$ cat config.mk
export PLATFORM = sky130hd
export DESIGN_NAME = acs_sequencer
export DESIGN_NICKNAME = d
export VERILOG_FILES = /design/src/rtl/acs_pkg.sv /design/src/rtl/acs_clock_div.sv /design/src/rtl/acs_sequencer.sv
export VERILOG_INCLUDE_DIRS = /design/src /design/src/rtl
export SDC_FILE = /design/constraint.sdc
export NUM_CORES = 1
export LEC_CHECK = 0
export CAP_MARGIN = 20
export CORE_AREA = 2 2 88 64
export DETAILED_ROUTE_END_ITERATION = 7
export DIE_AREA = 0 0 90 66
export DONT_BUFFER_PORTS = 1
export GPL_TIMING_DRIVEN = 1
export HOLD_SLACK_MARGIN = 0.12
export PLACE_DENSITY = 0.84
export SKIP_CTS_REPAIR_TIMING = 1
export SYNTH_ARGS = -nofsm -noshare
export SYNTH_HDL_FRONTEND = slang
export SYNTH_HIERARCHICAL = 1
export SYNTH_SLANG_ARGS = --single-unit
$ cat constraint.sdc
create_clock -name clk -period 3.6 [get_ports clk]
set_input_delay 0 -clock clk [delete_from_list [all_inputs] [get_ports clk]]
set_output_delay 0 -clock clk [all_outputs]
set_load 0.02 [all_outputs]
$ cat src/rtl/acs_consts.svh
// Purpose: Constants for the conversion sequencer
// Assumes: Included by acs_sequencer and the bench
// Notes:   Cycle counts are converter-clock cycles unless named otherwise
`ifndef ACS_CONSTS_SVH
`define ACS_CONSTS_SVH
`define ACS_CLK_MHZ          50
`define ACS_CHAN_OFF         5'h1f
`define ACS_CLKSEL_ASYNC     2'h3
`define ACS_SHORT_SAMPLE     4
`define ACS_LONG_SAMPLE      24
`define ACS_APPROX_8         16
`define ACS_APPROX_10        19
`define ACS_CONT_DELTA       3
`define ACS_BUS_OVERHEAD     5
`define ACS_ASYNC_START_US   5
`define ACS_ASYNC_START_CYC  (`ACS_ASYNC_START_US * `ACS_CLK_MHZ)
`define ACS_RESULT_RESET     10'h000
`endif

$ cat src/rtl/acs_pkg.sv
// Purpose: Types for the conversion sequencer
// Assumes: Nothing
// Notes:   Carrier structs for configuration and register writes
package acs_pkg;
    typedef struct packed {
        logic [1:0] clockDivSel;
        logic       longSampleSel;
        logic       tenBitMode;
        logic [1:0] inputClockSel;
        logic       lowPowerCfg;
    } acs_config_t;

    typedef struct packed {
        logic       ctrlStatusOne;
        logic       ctrlStatusTwo;
        logic       converterConfig;
        logic       compareHigh;
        logic       compareLow;
    } acs_writes_t;

    typedef enum logic [2:0] {
        ST_IDLE, ST_WAKE, ST_OVERHEAD, ST_SAMPLE, ST_APPROX, ST_TRANSFER
    } acs_state_t;
endpackage

$ cat src/rtl/acs_clock_div.sv
// Purpose: Converter clock enable from the bus clock
// Assumes: One clock domain; enable pulses are one cycle wide
// Notes:   Select 01 halves the bus clock before the divider
`timescale 1ns/1ns
module acs_clock_div
    import acs_pkg::*;
(
    // Clock and reset
    input  wire logic       clk,
    input  wire logic       rst_n,
    // Control
    input  wire logic       run,
    input  wire logic [1:0] inputClockSel,
    input  wire logic [1:0] clockDivSel,
    input  wire logic       altClockTick,
    input  wire logic       asyncClockTick,
    // Output
    output logic            convTick
);
    logic [3:0] divCount_reg;
    logic [3:0] divLimit;
    logic       srcTick;

    always_comb begin
        divLimit = (4'h1 << clockDivSel) - 4'h1;
        if (inputClockSel == 2'h1) begin
            divLimit = {divLimit[2:0], 1'b1};
        end
        case (inputClockSel)
            2'h2:    srcTick = altClockTick;
            2'h3:    srcTick = asyncClockTick;
            default: srcTick = 1'b1;
        endcase
    end

    // Held clear while idle so the first tick of each run comes at a fixed point
    always_ff @(posedge clk) begin
        if (!rst_n || !run) begin
            divCount_reg <= 4'h0;
        end else if (srcTick) begin
            divCount_reg <= (divCount_reg >= divLimit) ? 4'h0 : divCount_reg + 4'h1;
        end
    end

    assign convTick = run && srcTick && (divCount_reg >= divLimit);
endmodule

$ cat src/rtl/acs_sequencer.sv
// Purpose: Conversion sequencer for a successive-approximation converter
// Assumes: Register writes arrive as one-cycle strobes; analog core supplies rawResult
// Notes:   Result read strobes drive the 10-bit read interlock
`timescale 1ns/1ns
`include "acs_consts.svh"
module acs_sequencer
    import acs_pkg::*;
#(
    parameter int RESULT_WIDTH    = 10,
    parameter int ASYNC_START_CYC = `ACS_ASYNC_START_CYC
) (
    // Clock and reset
    input  wire logic                    clk,
    input  wire logic                    rst_n,
    // Register write strobes and fields
    input  wire acs_writes_t             regWrite,
    input  wire logic [4:0]              channelSelect,
    input  wire logic                    continuousEnable,
    input  wire logic                    completeIrqEnable,
    input  wire logic                    triggerSelect,
    input  wire logic                    compareEnable,
    input  wire logic                    compareGreaterSel,
    input  wire acs_config_t             converterConfig,
    input  wire logic [RESULT_WIDTH-1:0] compareValue,
    // Result register reads
    input  wire logic                    readResultHigh,
    input  wire logic                    readResultLow,
    // System
    input  wire logic                    hwTriggerIn,
    input  wire logic                    stopMode,
    input  wire logic                    altClockTick,
    input  wire logic                    asyncClockTick,
    input  wire logic                    asyncClockReady,
    // Analog core
    input  wire logic [RESULT_WIDTH:0]   rawResult,
    output logic                         sampleActive,
    output logic                         approxActive,
    output logic                         converterEnable,
    output logic                         internalAsyncClock,
    // Status
    output logic [RESULT_WIDTH-1:0]      resultValue,
    output logic                         convCompleteFlag,
    output logic                         conversionActive,
    output logic                         completeIrq
);
    acs_state_t state_reg;
    logic [5:0] phaseCount_reg;
    logic [8:0] wakeCount_reg;
    logic       contRun_reg;
    logic       firstConv_reg;
    logic       trigPrev_reg;
    logic       readLock_reg;
    logic       convTick;
    logic       trigEdge;
    logic       startReq;
    logic       abortReq;
    logic       running;
    logic       compareTrue;
    logic       blocked;
    logic       transferOk;
    logic       channelOff;
    logic [RESULT_WIDTH-1:0] rounded;
    logic [RESULT_WIDTH:0]   diff;
    logic [5:0] approxLen;
    logic [5:0] sampleLen;

    assign channelOff = (channelSelect == `ACS_CHAN_OFF);
    assign trigEdge   = hwTriggerIn && !trigPrev_reg;
    assign running    = (state_reg != ST_IDLE);

    // Stop only aborts when the internal clock is not the conversion clock
    assign abortReq = regWrite.ctrlStatusOne || regWrite.ctrlStatusTwo
                   || regWrite.converterConfig || regWrite.compareHigh
                   || regWrite.compareLow
                   || (stopMode && converterConfig.inputClockSel != `ACS_CLKSEL_ASYNC);

    // Edges while busy are dropped, even in continuous mode
    assign startReq = !channelOff && !stopMode
                   && ((regWrite.ctrlStatusOne && !triggerSelect)
                   || (triggerSelect && trigEdge && !running && !abortReq));

    // Round off the one extra raw bit in 10-bit mode and three in 8-bit mode, which sits in the low bits
    always_comb begin
        rounded = '0;
        if (converterConfig.tenBitMode) begin
            rounded = (rawResult[RESULT_WIDTH:1] == '1) ? rawResult[RESULT_WIDTH:1]
                    : rawResult[RESULT_WIDTH:1] + RESULT_WIDTH'(rawResult[0]);
        end else begin
            rounded[7:0] = (rawResult[RESULT_WIDTH:3] == 8'hff) ? 8'hff
                         : rawResult[RESULT_WIDTH:3] + 8'(rawResult[2]);
        end
    end

    // Subtraction is one bit wider; top bit is the sign
    assign diff = {1'b0, rounded} - {1'b0, compareValue};
    assign compareTrue = !compareEnable || (compareGreaterSel ? !diff[RESULT_WIDTH]
                                                              : diff[RESULT_WIDTH]);
    assign blocked    = converterConfig.tenBitMode && readLock_reg;
    assign transferOk = (state_reg == ST_TRANSFER) && compareTrue && !blocked;

    assign approxLen = converterConfig.tenBitMode ? 6'(`ACS_APPROX_10) : 6'(`ACS_APPROX_8);
    assign sampleLen = converterConfig.longSampleSel ? 6'(`ACS_LONG_SAMPLE)
                                                     : 6'(`ACS_SHORT_SAMPLE);

    acs_clock_div u_div (
        .clk            (clk),
        .rst_n          (rst_n),
        .run            (running),
        .inputClockSel  (converterConfig.inputClockSel),
        .clockDivSel    (converterConfig.clockDivSel),
        .altClockTick   (altClockTick),
        .asyncClockTick (asyncClockTick),
        .convTick       (convTick)
    );

    always_ff @(posedge clk) begin
        if (!rst_n) begin
            trigPrev_reg <= 1'b0;
        end else begin
            trigPrev_reg <= hwTriggerIn;
        end
    end

    // Read lock: high byte read opens, low byte read closes
    always_ff @(posedge clk) begin
        if (!rst_n) begin
            readLock_reg <= 1'b0;
        end else if (readResultLow) begin
            readLock_reg <= 1'b0;
        end else if (readResultHigh) begin
            readLock_reg <= 1'b1;
        end
    end

    // Sequencer: idle, optional wake, bus overhead, sample, approximation, transfer
    always_ff @(posedge clk) begin
        if (!rst_n) begin
            state_reg      <= ST_IDLE;
            phaseCount_reg <= 6'h00;
            wakeCount_reg  <= 9'h000;
            contRun_reg    <= 1'b0;
            firstConv_reg  <= 1'b0;
        end else if (startReq) begin
            state_reg      <= (converterConfig.inputClockSel == `ACS_CLKSEL_ASYNC)
                              ? ST_WAKE : ST_OVERHEAD;
            phaseCount_reg <= 6'h00;
            wakeCount_reg  <= 9'h000;
            contRun_reg    <= continuousEnable;
            firstConv_reg  <= 1'b1;
        end else if (abortReq || channelOff) begin
            state_reg   <= ST_IDLE;
            contRun_reg <= 1'b0;
        end else begin
            case (state_reg)
                ST_IDLE: begin
                    phaseCount_reg <= 6'h00;
                end
                ST_WAKE: begin
                    wakeCount_reg <= wakeCount_reg + 9'h001;
                    if (asyncClockReady || wakeCount_reg >= 9'(ASYNC_START_CYC - 1)) begin
                        state_reg <= ST_OVERHEAD;
                    end
                end
                ST_OVERHEAD: begin
                    phaseCount_reg <= phaseCount_reg + 6'h01;
                    if (phaseCount_reg == 6'(`ACS_BUS_OVERHEAD - 2)) begin
                        state_reg      <= ST_SAMPLE;
                        phaseCount_reg <= 6'h00;
                    end
                end
                ST_SAMPLE: begin
                    if (convTick) begin
                        phaseCount_reg <= phaseCount_reg + 6'h01;
                        if (phaseCount_reg == sampleLen - 6'h01) begin
                            state_reg      <= ST_APPROX;
                            phaseCount_reg <= 6'h00;
                        end
                    end
                end
                ST_APPROX: begin
                    if (convTick) begin
                        phaseCount_reg <= phaseCount_reg + 6'h01;
                        if (phaseCount_reg == approxLen - 6'h01) begin
                            state_reg <= ST_TRANSFER;
                        end
                    end
                end
                ST_TRANSFER: begin
                    phaseCount_reg <= 6'h00;
                    firstConv_reg  <= 1'b0;
                    if (blocked && !(compareEnable && !compareTrue && !contRun_reg)) begin
                        state_reg <= ST_SAMPLE;
                    end else if (contRun_reg) begin
                        // Later conversions skip the overhead and part of sampling
                        state_reg      <= ST_SAMPLE;
                        phaseCount_reg <= 6'(`ACS_CONT_DELTA);
                    end else begin
                        state_reg <= ST_IDLE;
                    end
                end
                default: begin
                    state_reg <= ST_IDLE;
                end
            endcase
        end
    end

    // Results survive aborts; only reset restores them
    always_ff @(posedge clk) begin
        if (!rst_n) begin
            resultValue <= `ACS_RESULT_RESET;
        end else if (transferOk) begin
            resultValue <= compareEnable ? diff[RESULT_WIDTH-1:0] : rounded;
        end
    end

    // Flag: a new transfer wins over the clear by a first-register write
    always_ff @(posedge clk) begin
        if (!rst_n) begin
            convCompleteFlag <= 1'b0;
        end else if (transferOk) begin
            convCompleteFlag <= 1'b1;
        end else if (regWrite.ctrlStatusOne || readResultLow) begin
            convCompleteFlag <= 1'b0;
        end
    end

    assign completeIrq        = convCompleteFlag && completeIrqEnable;
    assign conversionActive   = running;
    assign converterEnable    = running && !channelOff;
    assign sampleActive       = (state_reg == ST_SAMPLE);
    assign approxActive       = (state_reg == ST_APPROX);
    assign internalAsyncClock = running
                             && converterConfig.inputClockSel == `ACS_CLKSEL_ASYNC;
endmodule

## Word-level counts from Yosys, hierarchy flattened

Index checks and enable logic that the tools add are counted.

- Flip-flop bits (word level): 36
- Bits of input ports: 52
- Logic and storage cells: 134

- Add/subtract/negate cells: 9
- $lt $le $gt $ge: 2
- Equal/unequal tests: 24
- Shifts and indexed selects: 1
- Muxes and demuxes: 34
- Bitwise gates (word level): 2
- Reduce and logical (&&, ||, !) cells: 53

Operators with widths:

| kind | number |
|---|---|
| 6-bit one-hot mux with 5 select lines | 1 |
| 3-bit 2-to-1 mux | 8 |
| 6-bit 2-to-1 mux | 4 |
| 10-bit 2-to-1 mux | 2 |
| 1-bit logical AND | 19 |
| 3-bit one-hot mux with 6 select lines | 1 |
| 8-bit 2-to-1 mux | 2 |
| 4-bit by 1-bit inequality test with 1-bit output, second input constant | 4 |
| 2-bit 2-to-1 mux | 7 |
| 1-bit zero test | 13 |
| 6-bit == test | 2 |
| 5-bit by 1-bit subtractor with 6-bit output, second input constant | 2 |
| 1-bit logical OR | 11 |
| 10-bit by 10-bit subtractor with 11-bit output | 1 |
| 10-bit by 1-bit adder with 10-bit output | 1 |
| 10-bit == test, second input constant | 1 |
| 9-bit by 1-bit adder with 9-bit output, second input constant | 1 |
| 9-bit by 8-bit >= comparator with 1-bit output, second input constant | 1 |
| 8-bit by 1-bit adder with 8-bit output | 1 |
| 8-bit == test, second input constant | 1 |
| 4-bit 2-to-1 mux | 2 |
| 4-bit inequality test, second input constant | 2 |
| 7-bit AND reduction | 1 |
| 6-bit by 1-bit adder with 6-bit output, second input constant | 1 |
| other kinds (25) | 36 |

## Logic depth before layout (Yosys ltp)

Gate-level depths: netlist (run 1).

- Depth in word-level cells: 16
- Mapped depth: 16

## Modules after synthesis

Netlist (run 1), hierarchy kept.

By module, submodules not included:

| module | times used | cells each | area an instance (sq um) |
|---|---|---|---|
| acs_sequencer | 1 | 380 | 2859.0 |
| acs_clock_div | 1 | 44 | 361.6 |

## Least setup slack after synthesis (run 1)

No wires, ideal clock.

- Path type: in2reg
- Start: in rawResult[5]
- End: reg convCompleteFlag
- Library setup time: 0.115 ns
- Arrival time: 2.778 ns
- Data required time: 3.485 ns
- Setup slack: 0.707 ns
- Stages on the path: 16
- Path buffers: 3
- Cell sequence: buf_2 -> and4_1 -> buf_2 -> a41oi_1 -> nor2b_1 -> xor2_1 -> nand2_1 -> nand2_1 -> ha_1 -> a211oi_2 -> nor2_1 -> or4b_1 -> o211a_1 -> and2_1 -> buf_2 -> o21a_1

- Word-level cells in the longest chain between the ends: 10

RTL lines:

| item | RTL line | source |
|---|---|---|
| start: declaration | acs_sequencer.sv:35 | `input wire logic [RESULT_WIDTH:0] rawResult,` |
| 10-bit by 1-bit adder with 10-bit output, or another cell as far along | acs_sequencer.sv:87 | `: rawResult[RESULT_WIDTH:1] + RESULT_WIDTH'(rawResult[0]);` |
| 10-bit 2-to-1 mux / 8-bit 2-to-1 mux (equally long branches) | acs_sequencer.sv:86, acs_sequencer.sv:89 |  |
| 8-bit 2-to-1 mux / 2-bit 2-to-1 mux (equally long branches) | acs_sequencer.sv:85 | `if (converterConfig.tenBitMode) begin` |
| 10-bit by 10-bit subtractor with 11-bit output (*) | acs_sequencer.sv:95 | `assign diff = {1'b0, rounded} - {1'b0, compareValue};` |
| 1-bit zero test | acs_sequencer.sv:96 | `assign compareTrue = !compareEnable \|\| (compareGreaterSel ? !diff[RESULT_WIDTH]` |
| 1-bit 2-to-1 mux (*) | acs_sequencer.sv:96 |  |
| 1-bit logical OR (*) | acs_sequencer.sv:96 |  |
| 1-bit logical AND (*) (2 in a row) | acs_sequencer.sv:99 | `assign transferOk = (state_reg == ST_TRANSFER) && compareTrue && !blocked;` |
| 1-bit 2-to-1 mux / 2-bit nonzero test (equally long branches) | -- |  |
| end signal: assignment | acs_sequencer.sv:220 | `convCompleteFlag <= 1'b0;` |
| end signal: assignment | acs_sequencer.sv:222 | `convCompleteFlag <= 1'b1;` |
| end signal: assignment | acs_sequencer.sv:224 | `convCompleteFlag <= 1'b0;` |
| end: declaration | acs_sequencer.sv:42 | `output logic convCompleteFlag,` |

Mark *: on every way between the ends. The rest lies on a longest branch, timed or not.
A chain may end at the register's enable or synchronous reset.

## Worst setup path after layout (run 1)

- Start: in rawResult[5]
- End: reg resultValue[2]

- Word-level cells in the longest chain between the ends: 9

RTL lines:

| item | RTL line | source |
|---|---|---|
| 10-bit by 1-bit adder with 10-bit output, or another cell as far along | acs_sequencer.sv:87 |  |
| 10-bit 2-to-1 mux / 8-bit 2-to-1 mux (equally long branches) | acs_sequencer.sv:86, acs_sequencer.sv:89 |  |
| 8-bit 2-to-1 mux / 2-bit 2-to-1 mux (equally long branches) | acs_sequencer.sv:85 |  |
| 10-bit by 10-bit subtractor with 11-bit output | acs_sequencer.sv:95 |  |
| 1-bit zero test | acs_sequencer.sv:96 |  |
| 1-bit 2-to-1 mux | acs_sequencer.sv:96 |  |
| 1-bit logical OR | acs_sequencer.sv:96 |  |
| 1-bit logical AND (2 in a row) | acs_sequencer.sv:99 |  |
| end signal: assignment | acs_sequencer.sv:211 | `` resultValue <= `ACS_RESULT_RESET; `` |
| end signal: assignment | acs_sequencer.sv:213 | `resultValue <= compareEnable ? diff[RESULT_WIDTH-1:0] : rounded;` |
| end: declaration | acs_sequencer.sv:41 | `output logic [RESULT_WIDTH-1:0] resultValue,` |

Several ways; a longest one is shown, not always the timed one.

==> impl_metrics.tcl, run 1 <==
set metrics [dict create \
    cts_buffer_depth 2 \
    power.total_mw 1.011 \
    num_vias 3218 \
    p_clk_frac 0.390 \
    initial_utilization 0.6290 \
    largest_reg_flops 10 \
    synthDominantCellAreaShare 0.2238 \
    finalCritPeriodShare 0.8492 \
    synthFlopType "dfxtp_1" \
    die_y_um 66 \
    rsz0062_at_grt "no" \
    dp.cells 479 \
    finalHoldViolCount 0 \
    root_buffer "clkbuf_8" \
    grt_pass1_wl_mm 12.77 \
    crit_fanout 12 \
    worst_slew_margin_rel 0.4616 \
    setup_viol 0 \
    dieWidth_um 90 \
    grt_usage 0.2625 \
    n_antenna_cell 0 \
    critPathRequiredTime_ns 3.75 \
    synth_commonest_cells "45 x nor2_1, 39 x nand2_1, 36 x dfxtp_1, 35 x a21oi_1, 26 x inv_1" \
    yosys.area.top_type "dfxtp_1" \
    synth_edf_count 0 \
    clk_pin_slew_ns 0.08 \
    synthArstFlopShare 0 \
    slew_viol_final 0 \
    path_delay_family "compound AO/OA/AOI/OAI gates" \
    power_frac_seq 0.396 \
    synth_warnings 6 \
    grt_overflow 0 \
    drtAntennaViolNets 0 \
    power.density_nw_per_um2 291.9 \
    cts.sinks 36 \
    grt_max_degree 22 \
    finalSetupTns_ns 0 \
    criticalPathCategory "input port to flop" \
    worst_slew_pin_slew_ns 0.8007 \
    synthCells 424 \
    endpoint_kind "flop" \
    hp-class "input port to flop" \
    reg2reg_slack_ns 0.68 \
    wirelength_mm 8.176 \
    intPower_mw 0.7360 \
    dr.pass1.iters 5 \
    synthesis.nets 499 \
    antenna_found_initial 0 \
    r2r_start "state_reg[0]" \
    portBuffers 0 \
    status "finished clean" \
    worstHoldStart "stopMode" \
    finalNonFillerCells 500 \
    grt_pass1_vias 2777 \
    critPathLaunchType "input port" \
    r2r-end "phaseCount_reg[3]" \
    final.min_clock_period_ns 3.057 \
    fmax_mhz 327.1 \
    drive_gt1_frac 0.04907 \
    yosysMostFrequentCell "nor2_1" \
    cp.arrival_ns 3.21 \
    worstSkewPairLatency_ns 0.29 \
    ys_types 66 \
    fin_skew_ns 0.01044 \
    seq_area_frac_synth 0.2238 \
    dp_hpwl_mm 6.171 \
    drc 0 \
    synthTopCellsByArea "dfxtp_1 22%, ha_1 8.5%, a21oi_1 5.4%, nor2_1 5.2%, nand2_1 4.5%" \
    wl_per_cell_um 16.35 \
    finalNetCount 502 \
    crit_path_max_incr_delay_ns 0.43 \
    swShare 0.2718 \
    num_io_pins 69 \
    p_sw_mw 0.2747 \
    whs_path_depth 4 \
    dieArea_um2 5940 \
    slowest_stage "o211a_1" \
    n_fill_cell 444 \
    cts_tree "done" \
    drt_iter0_markers 289 \
    cts_buffers 5 \
    max-vdd-ir-drop_v 0.0001438 \
    place.gp.congestion 0.9045 \
    syn_to_final_growth_pct 7.498 \
    syn_area_um2 3221 \
    core_um2 5120 \
    synth_seq_cells 36 \
    rows 22 \
    viasPerCell 6.436 \
    htreeDepth 2 \
    avgSynthCellArea_um2 7.596 \
    combPwrFrac 0.214 \
    p_leak_nw 1.349 \
    reg2reg_depth 9 \
    crit_chain "and4_1 -> nand4_1 -> a32o_1 -> ha_1 -> fa_1 -> nand2b_1 -> a21o_1 -> a21oi_1 -> o211a_1 -> and2_1 -> a311oi_1" \
    min_to "wakeCount_reg[1]" \
    drv_cap 0 \
    critPathBufInv 0 \
]
[worst max-delay path by stage]
stage                       startpoint               end  slack (ns)  depth (start not counted)
after floorplan           rawResult[5]  convCompleteFlag        0.71                         16
after global placement    rawResult[0]    resultValue[8]        0.44                         11
after detailed placement  rawResult[5]    resultValue[9]        0.33                         11
after CTS                 rawResult[5]    resultValue[9]        0.61                         11
after global routing      rawResult[5]    resultValue[5]        0.29                         11
final                     rawResult[5]    resultValue[2]        0.54                         11
[metal layers]
layer / vias to the layer above / routed length (µm) / track usage
li1: 1569 / - / -
met1: 1490 / 3789 / 0.3634
met2: 143 / 3610 / 0.4211
met3: 16 / 673 / 0.05587
met4: 0 / 103 / 0.06346
met5: - / 0 / 0
[cells by family after synthesis]
group	share of synthesized area
AOI/OAI and AO/OA	0.2619
xor gates and xnor gates	0.04895
adders and majority gates	0.09169
buffers and inverters	0.06526
DFF	0.2238
muxes	0.02914
and+or+nand+nor	0.2793
[cell usage in the layout, fill, tap and decap left out, types with 4 or more instances in the layout]
cell / instances
clkbuf_8: 7
and2_1: 7
o21ai_0: 18
nor2b_1: 8
a211oi_1: 8
inv_1: 26
a21oi_1: 35
xnor2_1: 12
a21boi_0: 4
a31oi_1: 6
ha_1: 22
nand4_1: 13
nand2_1: 39
nand3_1: 15
dfxtp_1: 36
xor2_1: 6
dlygate4sd3_1: 13
nor3_1: 14
mux2i_1: 6
o21a_1: 4
nor2_1: 45
a21o_1: 4
nand2b_1: 6
and3_1: 7
o211ai_1: 5
[stage by stage]
step                      area, µm²  hold slack [ns]    util  setup WS [ns]
after floorplan                3221          0.07931       -         0.7072
after global placement         3206          0.08129  0.6261         0.4412
after detailed placement       3206          0.08505  0.6261         0.3319
after CTS                      3332          -0.2256  0.6508         0.6095
after global routing           3462           0.1300  0.6762         0.2911
final                          3462          0.09138  0.6762         0.5430
[final cells by class]
| type | count | area, µm² | area share |
|---|---|---|---|
| Sequential cell | 36 | 720.7 | 0.2082 |
| Clock buffer | 7 | 96.34 | 0.02783 |
| Inverter | 26 | 97.59 | 0.02819 |
| Timing Repair Buffer | 14 | 137.6 | 0.03975 |
| Clock inverter | 1 | 30.03 | 0.008674 |
| Multi-Input combinational cell | 344 | 2290 | 0.6614 |
| Tap cell | 72 | 90.09 | 0.02602 |
[worst reg2reg max path: stages (launching register included)]
cell and delay (ns):
dfxtp_1 0.53, nor3_1 0.18, inv_1 0.24, nand2_1 0.10, nor3_1 0.50, a21boi_0 0.19
o22ai_1 0.25, nand3_4 0.17, or4_1 0.53, a21oi_1 0.15
[power groups by stage]
stage / Sequential (mW) / Combinational [mW] / Clock, mW
6_report: 0.400 / 0.217 / 0.394
5_1_grt: 0.400 / 0.239 / 0.414
3_5_place_dp: 0.409 / 0.197 / 0
2_1_floorplan: 0.409 / 0.168 / 0
3_3_place_gp: 0.409 / 0.190 / 0
4_1_cts: 0.400 / 0.198 / 0.397
No activity file was read; power rests on OpenSTA's default activity.
==> inputs of run 2 (changes only) <==
==> constraint.sdc (replaced) <==
create_clock -name clk -period 3.2 [get_ports clk]
set_input_delay 0 -clock clk [delete_from_list [all_inputs] [get_ports clk]]
set_output_delay 0 -clock clk [all_outputs]
set_load 0.02 [all_outputs]
==> impl_metrics.tcl, run 2 (synthesis results as in run 1) <==
set metrics [dict create \
    critPathLaunchType "flop" \
    final.min_clock_period_ns 2.970 \
    crit_fanout 10 \
    critPathRequiredTime_ns 3.41 \
    num_vias 3275 \
    place.gp.congestion 0.9218 \
    final_common_cell "nor2_1" \
    initial_utilization 0.6290 \
    worst_slew_pin_slew_ns 0.7455 \
    syn_to_final_growth_pct 8.897 \
    rsz0062_at_grt "no" \
    finalNetCount 507 \
    cts_tree "done" \
    p_leak_nw 1.375 \
    drt_iter0_markers 230 \
    hold_slack_ns 0.1130 \
    grt_pass1_wl_mm 12.61 \
    worst_slew_margin_rel 0.4988 \
    worstSkewPairLatency_ns 0.29 \
    final_cell_mix "45 x nor2_1, 39 x nand2_1, 36 x dfxtp_1, 35 x a21oi_1, 26 x inv_1" \
    slew_viol_final 0 \
    hp-class "input port to flop" \
    drive_gt1_frac 0.05312 \
    fmax_mhz 336.7 \
    n_fill_cell 431 \
    grt_usage 0.2623 \
    whs_path_depth 4 \
    power.density_nw_per_um2 325.0 \
    finalCritPeriodShare 0.9281 \
    drtAntennaViolNets 0 \
    portBuffers 0 \
    grt_pass1_vias 2688 \
    drc 0 \
    status "finished clean" \
    core_um2 5120 \
    cts_buffers 5 \
    finalWorstSetupSlack_ns 0.2302 \
    criticalPathCategory "flop to flop" \
    cts_buffer_depth 2 \
    p_clk_frac 0.388 \
    num_io_pins 69 \
    finalHoldViolCount 0 \
    wl_per_cell_um 16.45 \
    pre_cts_ws_ns 0.1453 \
    final_util 0.6850 \
    root_buffer "clkbuf_8" \
    endpoint_kind "flop" \
    swShare 0.2721 \
    dr.pass1.iters 5 \
    grt_max_degree 22 \
    max-vdd-ir-drop_v 0.0001835 \
    p_sw_mw 0.3101 \
    grt_overflow 0 \
    finalSetupTns_ns 0 \
    cts.sinks 36 \
    clk_pin_slew_ns 0.07 \
    n_antenna_cell 0 \
    wirelength_mm 8.305 \
    viasPerCell 6.485 \
    fin_skew_ns 0.003201 \
    htreeDepth 2 \
    cp.arrival_ns 3.18 \
    largest_reg_flops 10 \
    dp_hpwl_mm 5.996 \
    antenna_found_initial 0 \
    drv_cap 0 \
    intPower_mw 0.8296 \
    power_frac_seq 0.395 \
    combPwrFrac 0.217 \
    reg2reg_depth 9 \
    rows 22 \
    die_y_um 66 \
    power.total_mw 1.140 \
    dieWidth_um 90 \
    dieArea_um2 5940 \
    setup_viol 0 \
]
[run 2: cell types whose count changed in the layout (fill, tap and decap cells not counted)]
| cell | previous run | this run |
|---|---|---|
| buf_4 | 1 | 3 |
| dlygate4sd3_1 | 13 | 16 |
[run 2: layout make-up]
cell class / count / area [µm²] / share of cell area
Clock buffer: 7 / 96.34 / 0.02747
Clock inverter: 1 / 30.03 / 0.008562
Inverter: 26 / 97.59 / 0.02783
Multi-Input combinational cell: 344 / 2290 / 0.6529
Sequential cell: 36 / 720.7 / 0.2055
Tap cell: 72 / 90.09 / 0.02569
Timing Repair Buffer: 19 / 182.7 / 0.05209
[run 2: power groups by stage]
stage | sequential (mW) | combinational, mW | clock (mW)
after floorplan | 0.460 | 0.189 | 0
after global routing | 0.450 | 0.273 | 0.466
after detailed placement | 0.461 | 0.220 | 0
after global placement | 0.461 | 0.214 | 0
final | 0.450 | 0.248 | 0.442
after CTS | 0.450 | 0.223 | 0.445
[run 2: through the flow]
stage / cell area, µm² / std cells
global route: 3507 / 505
global placement: 3221 / 481
detailed placement: 3221 / 481
CTS: 3347 / 489
finish: 3507 / 505
floorplan: 3221 / 424
[run 2: per-layer routing]
metal | global-route usage | wire length, µm | up-vias
met1 | 0.3741 | 3797 | 1510
met3 | 0.06385 | 710 | 20
li1 | - | - | 1574
met4 | 0.07115 | 172 | 0
met2 | 0.3957 | 3625 | 171
met5 | 0 | 0 | -
[run 2: worst max-delay path, stage by stage, from the launching register on]
cell	delay (ns)
dfxtp_1	0.57
nor3_1	0.16
inv_1	0.23
nand2_1	0.09
nor3_1	0.54
a21boi_0	0.19
o22ai_1	0.26
nand3_4	0.17
or4_1	0.53
a21oi_1	0.14
[run 2: final timing paths]
path / slack (ns) / end / start
worst max-delay path: 0.23 / phaseCount_reg[3] / state_reg[0]
worst min-delay path: 0.11 / phaseCount_reg[0] / stopMode
worst max register to register: 0.23 / phaseCount_reg[3] / state_reg[0]
worst min register to register: 0.51 / u_div/divCount_reg[2] / u_div/divCount_reg[2]
